File: src/hdl/cam_sim_regs_pkg.sv
// Constants shared by the camera simulator host control register bank
package cam_sim_regs_pkg;
  // Register indexes; byte address is four times the index
  localparam int         IDX_LO         = 2;
  localparam int         IDX_W          = 6;
  localparam int         MIN_ADDR_W     = IDX_LO + IDX_W;
  localparam logic [5:0] IDX_COMMAND    = 6'h00;
  localparam logic [5:0] IDX_SER_DATA   = 6'h0A;
  localparam logic [5:0] IDX_SER_STATUS = 6'h0B;
  localparam logic [5:0] IDX_SER_CTRL   = 6'h0C;
  localparam logic [5:0] IDX_SWAP       = 6'h0F;
  localparam logic [5:0] IDX_FRAME_INT  = 6'h10;
  localparam logic [5:0] IDX_SYNTH      = 6'h20;
  localparam logic [5:0] IDX_DIVISOR    = 6'h24;
  localparam logic [5:0] IDX_PIX_FMT    = 6'h28;
  localparam logic [7:0] REG_RESET      = 8'h00;
  // Field positions
  localparam int CTL_RX_EN    = 0;
  localparam int CTL_TX_EN    = 1;
  localparam int CTL_RX_INT   = 2;
  localparam int CTL_TX_INT   = 3;
  localparam int CTL_GLOB     = 4;
  localparam int CTL_RX_CLR   = 5;
  localparam int CTL_BAUD_LO  = 6;
  localparam int SWAP_BYTE    = 0;
  localparam int SWAP_HALF    = 3;
  localparam int FRAME_INT_EN = 3;
  localparam int SYN_CLK      = 7;
  localparam int SYN_DATA     = 6;
  localparam int SYN_LOAD     = 0;
  localparam int PIX_TAPS_LO  = 4;
  localparam int PIX_BITS_LO  = 0;
  localparam int CMD_RST_INTF = 0;
  localparam int CMD_CLR_EDGE = 4;
  localparam int ST_RX_AVAIL  = 0;
  localparam int ST_TX_READY  = 1;
  localparam int ST_EDGE_ACT  = 4;
  localparam int ST_EDGE_LAT  = 6;
  localparam int ST_INT       = 7;
  // Baud timing
  localparam int CLK_HZ     = 100_000_000;
  localparam int REF_HZ     = 20_000_000;
  localparam int OVERSAMPLE = 16;
  localparam int BAUD_0     = 9600;
  localparam int BAUD_1     = 19200;
  localparam int BAUD_2     = 38400;
  localparam int BAUD_3     = 115200;
  localparam logic [15:0] TICKS_0     = 16'(CLK_HZ / (OVERSAMPLE * BAUD_0));
  localparam logic [15:0] TICKS_1     = 16'(CLK_HZ / (OVERSAMPLE * BAUD_1));
  localparam logic [15:0] TICKS_2     = 16'(CLK_HZ / (OVERSAMPLE * BAUD_2));
  localparam logic [15:0] TICKS_3     = 16'(CLK_HZ / (OVERSAMPLE * BAUD_3));
  localparam logic [15:0] DIV_OFFSET  = 16'h0002;
  localparam logic [15:0] CLK_PER_REF = 16'(CLK_HZ / REF_HZ);
  // Character framing, counted in oversample ticks and bits
  localparam logic [3:0] MID_SAMPLE  = 4'h7;
  localparam logic [3:0] LAST_SAMPLE = 4'hF;
  localparam logic [3:0] STOP_BIT    = 4'h9;
  localparam logic [3:0] FRAME_BITS  = 4'hA;
  // AXI responses
  localparam logic [1:0] RESP_OKAY   = 2'b00;
  localparam logic [1:0] RESP_SLVERR = 2'b10;
endpackage

File: src/hdl/cam_sim_host_regs.sv
// Camera simulator host control registers with serial port and word swap
//
// Our own choice: the AXI4-Lite slave port.
`timescale 1ns/100ps
`default_nettype none
module cam_sim_host_regs
  import cam_sim_regs_pkg::*;
#(
  parameter int ADDR_W = 8
) (
  input  wire logic              clk,
  input  wire logic              rst_b,
  input  wire logic [ADDR_W-1:0] awaddr,
  input  wire logic              awvalid,
  output var  logic              awready,
  input  wire logic [31:0]       wdata,
  input  wire logic [3:0]        wstrb,
  input  wire logic              wvalid,
  output var  logic              wready,
  output var  logic [1:0]        bresp,
  output var  logic              bvalid,
  input  wire logic              bready,
  input  wire logic [ADDR_W-1:0] araddr,
  input  wire logic              arvalid,
  output var  logic              arready,
  output var  logic [31:0]       rdata,
  output var  logic [1:0]        rresp,
  output var  logic              rvalid,
  input  wire logic              rready,
  output var  logic              serialToGrabber,
  input  wire logic              serialFromGrabber,
  input  wire logic              frameValid,
  input  wire logic [31:0]       pixelDataIn,
  output var  logic [31:0]       pixelDataOut,
  output var  logic              synthClk,
  output var  logic              synthData,
  output var  logic              synthLoad,
  output var  logic [2:0]        tapCountMinusOne,
  output var  logic [3:0]        bitsPerTapMinusOne,
  output var  logic              interfaceIntStatus
);

  if (ADDR_W < MIN_ADDR_W) begin : g_bad_addr
    $error("ADDR_W too narrow for the register map");
  end

  logic              awHave;
  logic              wHave;
  logic [IDX_W-1:0]  wrIdx;
  logic [7:0]        wrByte;
  logic              wrLane;
  logic              doWrite;
  logic              wrHit;
  logic [7:0]        serCtrl;
  logic [7:0]        swapCtrl;
  logic [7:0]        frameIntCtrl;
  logic [7:0]        synthPort;
  logic [7:0]        divisor;
  logic [7:0]        pixFmt;
  logic [IDX_W-1:0]  rdIdx;
  logic [7:0]        rdByte;
  logic              rdHit;
  logic              frameValidPrev;
  logic              frameEdgeLatched;
  logic              frameEdgeActive;
  logic              edgeClear;
  logic [15:0]       tickLimit;
  logic [15:0]       tickCnt;
  logic              tick;
  logic              txHoldFull;
  logic [7:0]        txHold;
  logic              txBusy;
  logic [9:0]        txShift;
  logic [3:0]        txSample;
  logic [3:0]        txBitCnt;
  logic              rxBusy;
  logic [3:0]        rxSample;
  logic [3:0]        rxBitCnt;
  logic [7:0]        rxShift;
  logic [7:0]        rxData;
  logic              rxDone;
  logic              rxAvail;
  logic              rxClear;
  logic              dataWrite;
  logic [31:0]       halfSwapped;

  assign doWrite = awHave && wHave && !bvalid;
  assign rxClear = doWrite && wrLane && wrIdx == IDX_SER_CTRL && wrByte[CTL_RX_CLR];
  assign edgeClear = doWrite && wrLane && wrIdx == IDX_COMMAND
                     && (wrByte[CMD_CLR_EDGE] || wrByte[CMD_RST_INTF]);
  assign dataWrite = doWrite && wrLane && wrIdx == IDX_SER_DATA;

  always_comb begin
    case (wrIdx)
      IDX_COMMAND, IDX_SER_DATA, IDX_SER_STATUS, IDX_SER_CTRL, IDX_SWAP,
      IDX_FRAME_INT, IDX_SYNTH, IDX_DIVISOR, IDX_PIX_FMT: wrHit = 1'b1;
      default: wrHit = 1'b0;
    endcase
  end

  // Write channel: address and data taken in either order, one write at a time
  always_ff @(posedge clk or negedge rst_b) begin
    if (!rst_b) begin
      awHave  <= 1'b0;
      wHave   <= 1'b0;
      awready <= 1'b0;
      wready  <= 1'b0;
      bvalid  <= 1'b0;
      bresp   <= RESP_OKAY;
      wrIdx   <= '0;
      wrByte  <= REG_RESET;
      wrLane  <= 1'b0;
    end else begin
      awready <= !awHave && !(awvalid && awready) && !bvalid;
      wready  <= !wHave && !(wvalid && wready) && !bvalid;
      if (awvalid && awready) begin
        awHave <= 1'b1;
        wrIdx  <= awaddr[IDX_LO +: IDX_W];
      end else if (doWrite) begin
        awHave <= 1'b0;
      end
      if (wvalid && wready) begin
        wHave  <= 1'b1;
        wrByte <= wdata[7:0];
        wrLane <= wstrb[0];
      end else if (doWrite) begin
        wHave <= 1'b0;
      end
      if (doWrite) begin
        bvalid <= 1'b1;
        bresp  <= wrHit ? RESP_OKAY : RESP_SLVERR;
      end else if (bvalid && bready) begin
        bvalid <= 1'b0;
      end
    end
  end

  always_ff @(posedge clk or negedge rst_b) begin
    if (!rst_b) begin
      serCtrl      <= REG_RESET;
      swapCtrl     <= REG_RESET;
      frameIntCtrl <= REG_RESET;
      synthPort    <= REG_RESET;
      divisor      <= REG_RESET;
      pixFmt       <= REG_RESET;
    end else if (doWrite && wrLane) begin
      case (wrIdx)
        // clear bit acts once and is not stored
        IDX_SER_CTRL:  serCtrl      <= wrByte & ~(8'h01 << CTL_RX_CLR);
        IDX_SWAP:      swapCtrl     <= wrByte;
        IDX_FRAME_INT: frameIntCtrl <= wrByte;
        IDX_SYNTH:     synthPort    <= wrByte;
        IDX_DIVISOR:   divisor      <= wrByte;
        IDX_PIX_FMT:   pixFmt       <= wrByte;
        default:       ;
      endcase
    end
  end

  assign synthClk  = synthPort[SYN_CLK];
  // serial data line to the synthesizer
  assign synthData = synthPort[SYN_DATA];
  assign synthLoad = synthPort[SYN_LOAD];
  assign tapCountMinusOne   = pixFmt[PIX_TAPS_LO +: 3];
  assign bitsPerTapMinusOne = pixFmt[PIX_BITS_LO +: 4];

  always_comb begin
    rdHit  = 1'b1;
    rdByte = REG_RESET;
    case (rdIdx)
      IDX_COMMAND:    rdByte = REG_RESET;
      IDX_SER_DATA:   rdByte = rxData;
      IDX_SER_STATUS: begin
        rdByte[ST_INT]      = interfaceIntStatus;
        rdByte[ST_EDGE_LAT] = frameEdgeLatched;
        rdByte[ST_EDGE_ACT] = frameEdgeActive;
        rdByte[ST_TX_READY] = !txHoldFull;
        rdByte[ST_RX_AVAIL] = rxAvail;
      end
      IDX_SER_CTRL:   rdByte = serCtrl;
      IDX_SWAP:       rdByte = swapCtrl;
      IDX_FRAME_INT:  rdByte = frameIntCtrl;
      IDX_SYNTH:      rdByte = synthPort;
      IDX_DIVISOR:    rdByte = divisor;
      IDX_PIX_FMT:    rdByte = pixFmt;
      default:        rdHit  = 1'b0;
    endcase
  end

  assign rdIdx = araddr[IDX_LO +: IDX_W];

  // Read channel: data captured on the address handshake, no side effects
  always_ff @(posedge clk or negedge rst_b) begin
    if (!rst_b) begin
      arready <= 1'b0;
      rvalid  <= 1'b0;
      rdata   <= '0;
      rresp   <= RESP_OKAY;
    end else begin
      arready <= !rvalid && !(arvalid && arready);
      if (arvalid && arready) begin
        rvalid <= 1'b1;
        rdata  <= {24'h000000, rdByte};
        rresp  <= rdHit ? RESP_OKAY : RESP_SLVERR;
      end else if (rvalid && rready) begin
        rvalid <= 1'b0;
      end
    end
  end

  assign halfSwapped = swapCtrl[SWAP_HALF] ? {pixelDataIn[15:0], pixelDataIn[31:16]}
                                           : pixelDataIn;

  // swap bytes inside each half; with this gives full reversal
  always_ff @(posedge clk or negedge rst_b) begin
    if (!rst_b) begin
      pixelDataOut <= '0;
    end else if (swapCtrl[SWAP_BYTE]) begin
      pixelDataOut <= {halfSwapped[23:16], halfSwapped[31:24],
                       halfSwapped[7:0], halfSwapped[15:8]};
    end else begin
      pixelDataOut <= halfSwapped;
    end
  end

  // Edge flag: a new edge in the clearing cycle stays latched
  always_ff @(posedge clk or negedge rst_b) begin
    if (!rst_b) begin
      frameValidPrev   <= 1'b0;
      frameEdgeLatched <= 1'b0;
    end else begin
      frameValidPrev <= frameValid;
      if (frameValid && !frameValidPrev) begin
        frameEdgeLatched <= 1'b1;
      end else if (edgeClear) begin
        frameEdgeLatched <= 1'b0;
      end
    end
  end

  // active only when latched and enabled; gate
  assign frameEdgeActive = frameEdgeLatched && frameIntCtrl[FRAME_INT_EN];

  // combined interrupt, global gate, source enables
  always_ff @(posedge clk or negedge rst_b) begin
    if (!rst_b) begin
      interfaceIntStatus <= 1'b0;
    end else begin
      interfaceIntStatus <= serCtrl[CTL_GLOB]
        && (frameEdgeActive
            || (!txHoldFull && serCtrl[CTL_TX_INT])
            || (rxAvail && serCtrl[CTL_RX_INT]));
    end
  end

  // divisor path counts (value + 2) reference periods per tick
  always_comb begin
    if (divisor != REG_RESET) begin
      tickLimit = (16'(divisor) + DIV_OFFSET) * CLK_PER_REF;
    end else begin
      // rate code when divisor is zero
      case (serCtrl[CTL_BAUD_LO +: 2])
        2'b00:   tickLimit = TICKS_0;
        2'b01:   tickLimit = TICKS_1;
        2'b10:   tickLimit = TICKS_2;
        default: tickLimit = TICKS_3;
      endcase
    end
  end

  // oversample tick shared by both directions
  always_ff @(posedge clk or negedge rst_b) begin
    if (!rst_b) begin
      tickCnt <= '0;
      tick    <= 1'b0;
    end else if (tickCnt + 16'h0001 >= tickLimit) begin
      tickCnt <= '0;
      tick    <= 1'b1;
    end else begin
      tickCnt <= tickCnt + 16'h0001;
      tick    <= 1'b0;
    end
  end

  // holding buffer; a write while full is dropped
  always_ff @(posedge clk or negedge rst_b) begin
    if (!rst_b) begin
      txHoldFull <= 1'b0;
      txHold     <= '0;
    end else if (dataWrite && !txHoldFull) begin
      txHoldFull <= 1'b1;
      txHold     <= wrByte;
    end else if (txHoldFull && !txBusy && serCtrl[CTL_TX_EN]) begin
      txHoldFull <= 1'b0;
    end
  end

  // disabling the transmitter aborts and idles the line high
  always_ff @(posedge clk or negedge rst_b) begin
    if (!rst_b) begin
      txBusy          <= 1'b0;
      txShift         <= '1;
      txSample        <= '0;
      txBitCnt        <= '0;
      serialToGrabber <= 1'b1;
    end else if (!serCtrl[CTL_TX_EN]) begin
      txBusy          <= 1'b0;
      serialToGrabber <= 1'b1;
    end else if (!txBusy) begin
      serialToGrabber <= 1'b1;
      if (txHoldFull) begin
        txShift  <= {1'b1, txHold, 1'b0};
        txBusy   <= 1'b1;
        txSample <= '0;
        txBitCnt <= '0;
      end
    end else begin
      serialToGrabber <= txShift[0];
      if (tick) begin
        txSample <= txSample + 4'h1;
        if (txSample == LAST_SAMPLE) begin
          txShift  <= {1'b1, txShift[9:1]};
          txBitCnt <= txBitCnt + 4'h1;
          if (txBitCnt + 4'h1 == FRAME_BITS) begin
            txBusy <= 1'b0;
          end
        end
      end
    end
  end

  always_ff @(posedge clk or negedge rst_b) begin
    if (!rst_b) begin
      rxBusy   <= 1'b0;
      rxSample <= '0;
      rxBitCnt <= '0;
      rxShift  <= '0;
      rxData   <= '0;
      rxDone   <= 1'b0;
    end else begin
      rxDone <= 1'b0;
      if (!serCtrl[CTL_RX_EN]) begin
        rxBusy <= 1'b0;
      end else if (tick && !rxBusy) begin
        if (!serialFromGrabber) begin
          rxBusy   <= 1'b1;
          rxSample <= '0;
          rxBitCnt <= '0;
        end
      end else if (tick) begin
        rxSample <= rxSample + 4'h1;
        if (rxSample == MID_SAMPLE) begin
          rxBitCnt <= rxBitCnt + 4'h1;
          if (rxBitCnt == '0 && serialFromGrabber) begin
            // Glitch shorter than half a bit is not a start bit
            rxBusy <= 1'b0;
          end else if (rxBitCnt == STOP_BIT) begin
            rxBusy <= 1'b0;
            if (serialFromGrabber) begin
              rxData <= rxShift;
              rxDone <= 1'b1;
            end
          end else if (rxBitCnt != '0) begin
            rxShift <= {serialFromGrabber, rxShift[7:1]};
          end
        end
      end
    end
  end

  // a character finishing in the clearing cycle keeps the flag set
  always_ff @(posedge clk or negedge rst_b) begin
    if (!rst_b) begin
      rxAvail <= 1'b0;
    end else if (rxDone) begin
      rxAvail <= 1'b1;
    end else if (rxClear) begin
      rxAvail <= 1'b0;
    end
  end

  a_code_rate: assert property (@(posedge clk) disable iff (!rst_b)
    divisor == REG_RESET |-> tickLimit == (serCtrl[7:6] == 2'b00 ? 16'h028B
                                         : serCtrl[7:6] == 2'b01 ? 16'h0145
                                         : serCtrl[7:6] == 2'b10 ? 16'h00A2 : 16'h0036))
    else $error("zero divisor does not follow the rate code");

  a_divisor_rate: assert property (@(posedge clk) disable iff (!rst_b)
    divisor == 8'h02 |-> tickLimit == 16'h0014)
    else $error("divisor 2 does not give 4 reference periods per tick");

  a_rx_clear: assert property (@(posedge clk) disable iff (!rst_b)
    rxClear && !rxDone |=> !rxAvail)
    else $error("receive flag not cleared by control write");

  a_global_gate: assert property (@(posedge clk) disable iff (!rst_b)
    !serCtrl[CTL_GLOB] |=> !interfaceIntStatus)
    else $error("interrupt raised with global enable off");

  a_tx_int: assert property (@(posedge clk) disable iff (!rst_b)
    serCtrl[CTL_GLOB] && serCtrl[CTL_TX_INT] && !txHoldFull |=> interfaceIntStatus)
    else $error("transmit-empty interrupt missing");

  a_rx_int: assert property (@(posedge clk) disable iff (!rst_b)
    serCtrl[CTL_GLOB] && serCtrl[CTL_RX_INT] && rxAvail |=> interfaceIntStatus)
    else $error("receive interrupt missing");

  a_tx_idle: assert property (@(posedge clk) disable iff (!rst_b)
    !serCtrl[CTL_TX_EN] |=> serialToGrabber && !txBusy)
    else $error("transmitter active while disabled");

  a_rx_idle: assert property (@(posedge clk) disable iff (!rst_b)
    !serCtrl[CTL_RX_EN] |=> !rxDone)
    else $error("character received while receiver disabled");

  a_full_swap: assert property (@(posedge clk) disable iff (!rst_b)
    swapCtrl[SWAP_HALF] && swapCtrl[SWAP_BYTE] |=> pixelDataOut ==
      {$past(pixelDataIn[7:0]), $past(pixelDataIn[15:8]),
       $past(pixelDataIn[23:16]), $past(pixelDataIn[31:24])})
    else $error("both swaps do not reverse bytes");

  a_edge_gate: assert property (@(posedge clk) disable iff (!rst_b)
    !frameIntCtrl[FRAME_INT_EN] && !serCtrl[CTL_TX_INT] && !serCtrl[CTL_RX_INT]
    |=> !interfaceIntStatus)
    else $error("frame edge reaches the interrupt with its enable clear");

endmodule // cam_sim_host_regs
`default_nettype wire

File: config.mk
export PLATFORM = sky130hd
export DESIGN_NAME = cam_sim_host_regs
export DESIGN_NICKNAME = d
export VERILOG_FILES = /design/src/hdl/cam_sim_regs_pkg.sv /design/src/hdl/cam_sim_host_regs.sv
export SDC_FILE = /design/constraint.sdc
export NUM_CORES = 1
export LEC_CHECK = 0
export BUFFER_PORTS_ARGS = -buffer_cell sky130_fd_sc_hd__buf_2
export CAP_MARGIN = 20
export CORE_MARGIN = 1
export CORE_UTILIZATION = 55
export DETAILED_ROUTE_END_ITERATION = 10
export PLACE_DENSITY = 0.76
export SYNTH_ARGS = -nofsm -noshare
export SYNTH_HDL_FRONTEND = slang
export SYNTH_SLANG_ARGS = --single-unit
File: constraint.sdc
create_clock -name clk -period 4.36 [get_ports clk]
set_input_delay 0.654 -clock clk [delete_from_list [all_inputs] [get_ports clk]]
set_output_delay 0.654 -clock clk [all_outputs]
set_load 0.02 [all_outputs]
# Yosys cells after proc, flatten, opt, wreduce, memory -nomap -nowiden
# Index checks and enable logic that the tools add are counted.
classes:
  addsub: 6
  muxes: 66
  n_lt_le_gt_ge: 1
  bitwise: 3
  reduce_logical: 73
  eq_ne: 29
  multipliers: 1
op_table:
  columns: ["operator", "count"]
  rows:
  - ["$mux W32", 2]
  - ["$eq A6 B4 Y1 const B", 8]
  - ["$mux W4", 12]
  - ["$mux W10", 4]
  - ["$mux W1", 38]
  - ["$eq A6 B6 Y1 const B", 6]
  - ["$pmux W2 S8", 2]
  - ["$pmux W10 S3", 1]
  - ["$logic_and A1 B1 Y1", 28]
  - ["$reduce_bool A2 Y1", 10]
  - ["$reduce_or A9 Y1", 2]
  - ["$add A16 B1 Y16 const B", 1]
  - ["$add A4 B1 Y4 const B", 4]
  - ["$ge A16 B16 Y1", 1]
  - ["$mux W16", 1]
  - ["$pmux W2 S7", 1]
  - ["$reduce_and A7 Y1", 2]
  - ["$eq A4 B4 Y1 const B", 3]
  - ["$eq A6 B5 Y1 const B", 2]
  - ["$logic_not A6 Y1", 2]
  - ["$mul A9 B3 Y12 const B", 1]
  - ["$mux W12", 1]
  - ["$reduce_and A2 Y1", 6]
  - ["$reduce_and A4 Y1", 3]
  - ["20 further kinds", 38]
totals:
  out_inout_bits: 85
  in_bits: 93
  regBits: 189
  elab_cells: 218

# Logic depth before layout (Yosys ltp)
logic_depth:
  ltp_word: 7
  ltp_mapped: 17
  depth_no_buf: 16

# Worst setup path after synthesis
# No wires, ideal clock.
synth_path:
  kind: "reg2reg"
  from: "register divisor[1]"
  to: "register tickCnt[10]"
  required_ps: 4225
  period_less_slack_ps: 3924
  arrival_ps: 3789
  path_slack_ps: 436
  path_stages_with_launch: 17
  setup_time_ps: 135
  n_path_buf: 1
  path_cell_list: "dfrtp_1 > ha_1 > nand3_1 > xnor2_1 > ha_1 > ha_1 > o21ai_0 > o21bai_1 > o31a_1 > maj3_1 > mux2i_1 > ha_1 > and4_1 > o2111ai_1 > o21ai_0 > clkbuf_1 > nor3b_1"
synth_via:
  elab_chain_len: 5
  word_cells_on_any_way: 6
  cone_classes: "1 x add/sub; 1 x mul; 1 x order compare; 2 x mux; 1 x reduce/logical"
synth_lines:
  columns: ["element", "line", "text"]
  rows:
  - ["start, declared", "cam_sim_host_regs.sv:58", "logic [7:0] divisor;"]
  - ["start signal, assigned", "cam_sim_host_regs.sv:153", "IDX_DIVISOR: divisor <= wrByte;"]
  - ["$add A8 B2 Y9", "cam_sim_host_regs.sv:259", "tickLimit = (16'(divisor) + DIV_OFFSET) * CLK_PER_REF;"]
  - ["$mul A9 B3 Y12", "cam_sim_host_regs.sv:259", null]
  - ["$mux W12 (*)", "cam_sim_host_regs.sv:258", "if (divisor != REG_RESET) begin"]
  - ["$ge A16 B16 Y1 (*)", "cam_sim_host_regs.sv:276", "end else if (tickCnt + 16'h0001 >= tickLimit) begin"]
  - ["$mux W16 (*)", "cam_sim_host_regs.sv:276", null]
  - ["end signal, assigned", "cam_sim_host_regs.sv:280", "tickCnt <= tickCnt + 16'h0001;"]
  - ["end, declared", "cam_sim_host_regs.sv:68", "logic [15:0] tickCnt;"]
# Every way passes the cells marked *; elsewhere a longest branch is shown, timed or not.
# A chain may end at the register's enable or synchronous reset.

# Worst setup path after layout
layout_path:
  from: "register divisor[2]"
  to: "register tickCnt[7]"
# The elaborated chain is that of the path after synthesis.

==> impl_metrics.yaml <==
sta:
  fin_skew_ns: 0.00890
  period_minus_slack_ns: 4.12
  min_period_over_period_pct: 94.5
  rsz0062_at_grt: "false"
  fmax_mhz: 243
  slew_violations: 0
  finalHoldViolCount: 0
  setup_slack_ns: 0.242
  relSlewSlack_pct: 36.0
  tightestPinTransition_ns: 0.960
  hold_slack_ns: 0.256
  timing.setup.tns_ns: 0
  final-setup-viol-count: 0
worst_setup_path:
  worstPathCellList: "and3_4 > xor2_2 > ha_1 > ha_1 > a211oi_2 > o21bai_1 > o31a_1 > maj3_1 > mux2i_1 > ha_1 > a211oi_2 > o2111ai_2 > mux2i_2 > o311ai_4 > buf_6 > nor3b_1"
  critPathArrivalTime_ns: 4.47
  crit_path_top_delay_cell: "dfrtp_1"
  critPathKind: "flop to flop"
  crit_buf_inv: 1
  endpoint_kind: "flop"
  max_stage_delay_ns: 0.43
  worstPathMaxFanout: 7
  critPathLaunchType: "flop"
  cp.required_ns: 4.71
  cpMostUsedCell: "ha_1"
  critPathTopFamily: "adder cells"
grt:
  grt_pass1_wl_um: 34100
  grt_overflow: 0
  grt_pass1_vias: 6610
  groute.usage.overall_pct: 24.3
  grt_start_max_net_pins: 89
  antenna_found_initial: 0
clock_network:
  cts_buffer_depth: 2
  clkLatencyLatePin_ns: 0.44
  cts_root_buf: "clkbuf_16"
  h-tree-depth: 4
  cts_sinks: 186
  cts_tree: "done"
  cts_buffers: 17
  clk_pin_slew_ns: 0.07
placed_design:
  pre_cts_ws_ns: 0.103
  port_buffers: 120
  dpl_cell_area_um2: 10500
  dp_hpwl_um: 15400
  globalplace.congestion: 0.821
synthesis:
  ys_warn_count: 0
  async_reset_ff_share_pct: 100
  synth_edf_count: 0
  synth_area_leaders: "dfrtp_1 (45%), mux2_2 (9.4%), mux4_2 (7.3%)"
  synth-main-ff-cell: "dfrtp_1"
  synth.top_cell.area_share_pct: 44.8
  synthesis.area_um2: 9840
  yosys.cell_types.count: 74
  synthCells: 808
  synth.most_common_cell: "dfrtp_1"
  ys_ff_latch: 186
  ys_seq_area_share_pct: 47.4
  netlist_top_cells_count: "dfrtp_1 (176), mux2_2 (82), nand2_1 (47)"
  avgSynthCellArea_um2: 12.2
  yosysTopAreaCell: "dfrtp_1"
detailed_routing:
  dr.pass1.iters: 5
  wl_per_cell_um: 18.7
  drtIter0Drc: 464
  via_per_inst: 5.89
  wl_um: 21700
  drc: 0
  num_vias: 6822
  ant_nets: 0
final_layout:
  area_growth_syn_to_layout_pct: 13.6
  fin_area_um2: 11200
  drive_above_1_share_pct: 35.9
  nets: 1046
  antenna_cells: 0
  num-fill-cells: 1347
floorplan:
  core_area_um2: 17400
  initial_core_util_pct: 56.7
  die_w_um: 136
  ioPinCount: 178
  die_y_um: 136
  placement_rows: 48
  die_area_um2: 18400
outcome:
  status: "finished, final reports clean"
power_and_ir_drop:
  vdd_ir_drop_max_uv: 317
  p_leak_uw: 0.00515
  p_per_area_nw_per_um2: 480
  fin_total_pwr_uw: 5360
hold_path:
  min_path_type: "input port to async pin"
run:
  maxCapViolations: 0
-- repair_timing --
item                       CTS  global route
setup endpoints to repair    0            13
resized for setup            0            23
setup buffers                0             2
hold buffers                 0             0
-- kinds of logic (layout without fill, tap and decap cells) --
family / count (synthesis) / count (layout) / synth area share, %
other: 1 / 30 / 0.0381
muxes: 134 / 134 / 19.1
xor gates and xnor gates: 26 / 26 / 2.46
and+or+nand+nor: 213 / 213 / 12.7
buffers and inverters: 87 / 183 / 5.00
AOI/OAI and AO/OA: 126 / 126 / 8.79
adders and majority gates: 35 / 35 / 4.48
DFF: 186 / 186 / 47.4
-- metrics by stage --
step,utilization (%),cells
after detailed placement,60.4,1124
after global routing,64.4,1158
after floorplan,-,837
final,64.4,1158
after CTS,63.6,1156
after global placement,60.4,1124
-- power breakdown --
group          total, µW  switching [µW]  internal [µW]
Sequential          2430             391           2040
Combinational       1500             802            693
Clock               1440             687            750
Total               5360            1880           3480
-- final timing paths --
kind                             from              end  slack [ns]  cells after the start
setup / recovery           divisor[2]       tickCnt[7]        0.24                     16
hold / removal                  rst_b      rxBitCnt[1]        0.26                      1
setup reg to reg           divisor[2]       tickCnt[7]        0.24                     16
hold reg to reg                rvalid          arready        0.46                      1
max in group asynchronous       rst_b  frameIntCtrl[5]        3.14                      2
min in group clk           frameValid   frameValidPrev        0.34                      1
-- sequential cells by signal (all words and copies together), names as in the netlist, 6 cells and up --
signal        count
divisor           8
frameIntCtrl      8
pixFmt            8
pixelDataOut     32
rdata             8
rxData            8
rxShift           8
serCtrl           7
swapCtrl          8
synthPort         8
tickCnt          16
txHold            8
txShift           9
wrByte            8
wrIdx             6
-- routing by layer --
metal / share of wire (%) / GRT usage, % / vias to the layer above
met3: 5.4 / 4.75 / 30
met2: 50 / 38.9 / 201
met1: 43 / 32.9 / 3436
met4: 1.7 / 8.55 / 0
met5: 0 / 0 / -
li1: - / - / 3155
-- placed cells by master (no fill, tap or decap), drive strengths merged, types with 4 or more instances in the layout --
master	netlist	final
nor2b	12	12
xor2	8	8
mux4	32	32
and4	5	5
a21oi	16	16
a21o	7	7
nor3	10	10
nor3b	16	16
and3	10	10
nand2b	6	6
a222oi	7	7
a221o	4	4
nand4	12	12
xnor2	17	17
a22oi	4	4
ha	32	32
inv	19	22
dfrtp	176	176
o21ai	41	41
nand2	48	48
nand3	35	35
a211oi	10	10
buf	53	131
a22o	12	12
dfstp	10	10
clkinvlp	0	6
nor2	29	29
mux2i	13	13
mux2	89	89
nor4	5	5
clkbuf	15	21
a31oi	4	4
or2	4	4
conb	1	30
and2	8	8
-- layout make-up --
cell class,count,area (µm²),area share (%)
clock inverters,12,92.6,0.829
flip-flops and latches,186,4670,41.8
clock buffers,20,447,4.00
inverters,19,71.3,0.639
repair buffers,132,703,6.30
well taps,225,282,2.52
multi-input cells,564,4900,43.9
-- worst register-to-register path, cell delays in order (launching register included) --
cell	delay (ns)
dfrtp_1	0.43
and3_4	0.22
xor2_2	0.16
ha_1	0.36
ha_1	0.33
a211oi_2	0.22
o21bai_1	0.11
o31a_1	0.25
maj3_1	0.37
mux2i_1	0.14
ha_1	0.23
a211oi_2	0.30
o2111ai_2	0.17
mux2i_2	0.23
o311ai_4	0.18
buf_6	0.18
nor3b_1	0.18
(Power assumes the default switching activity.)
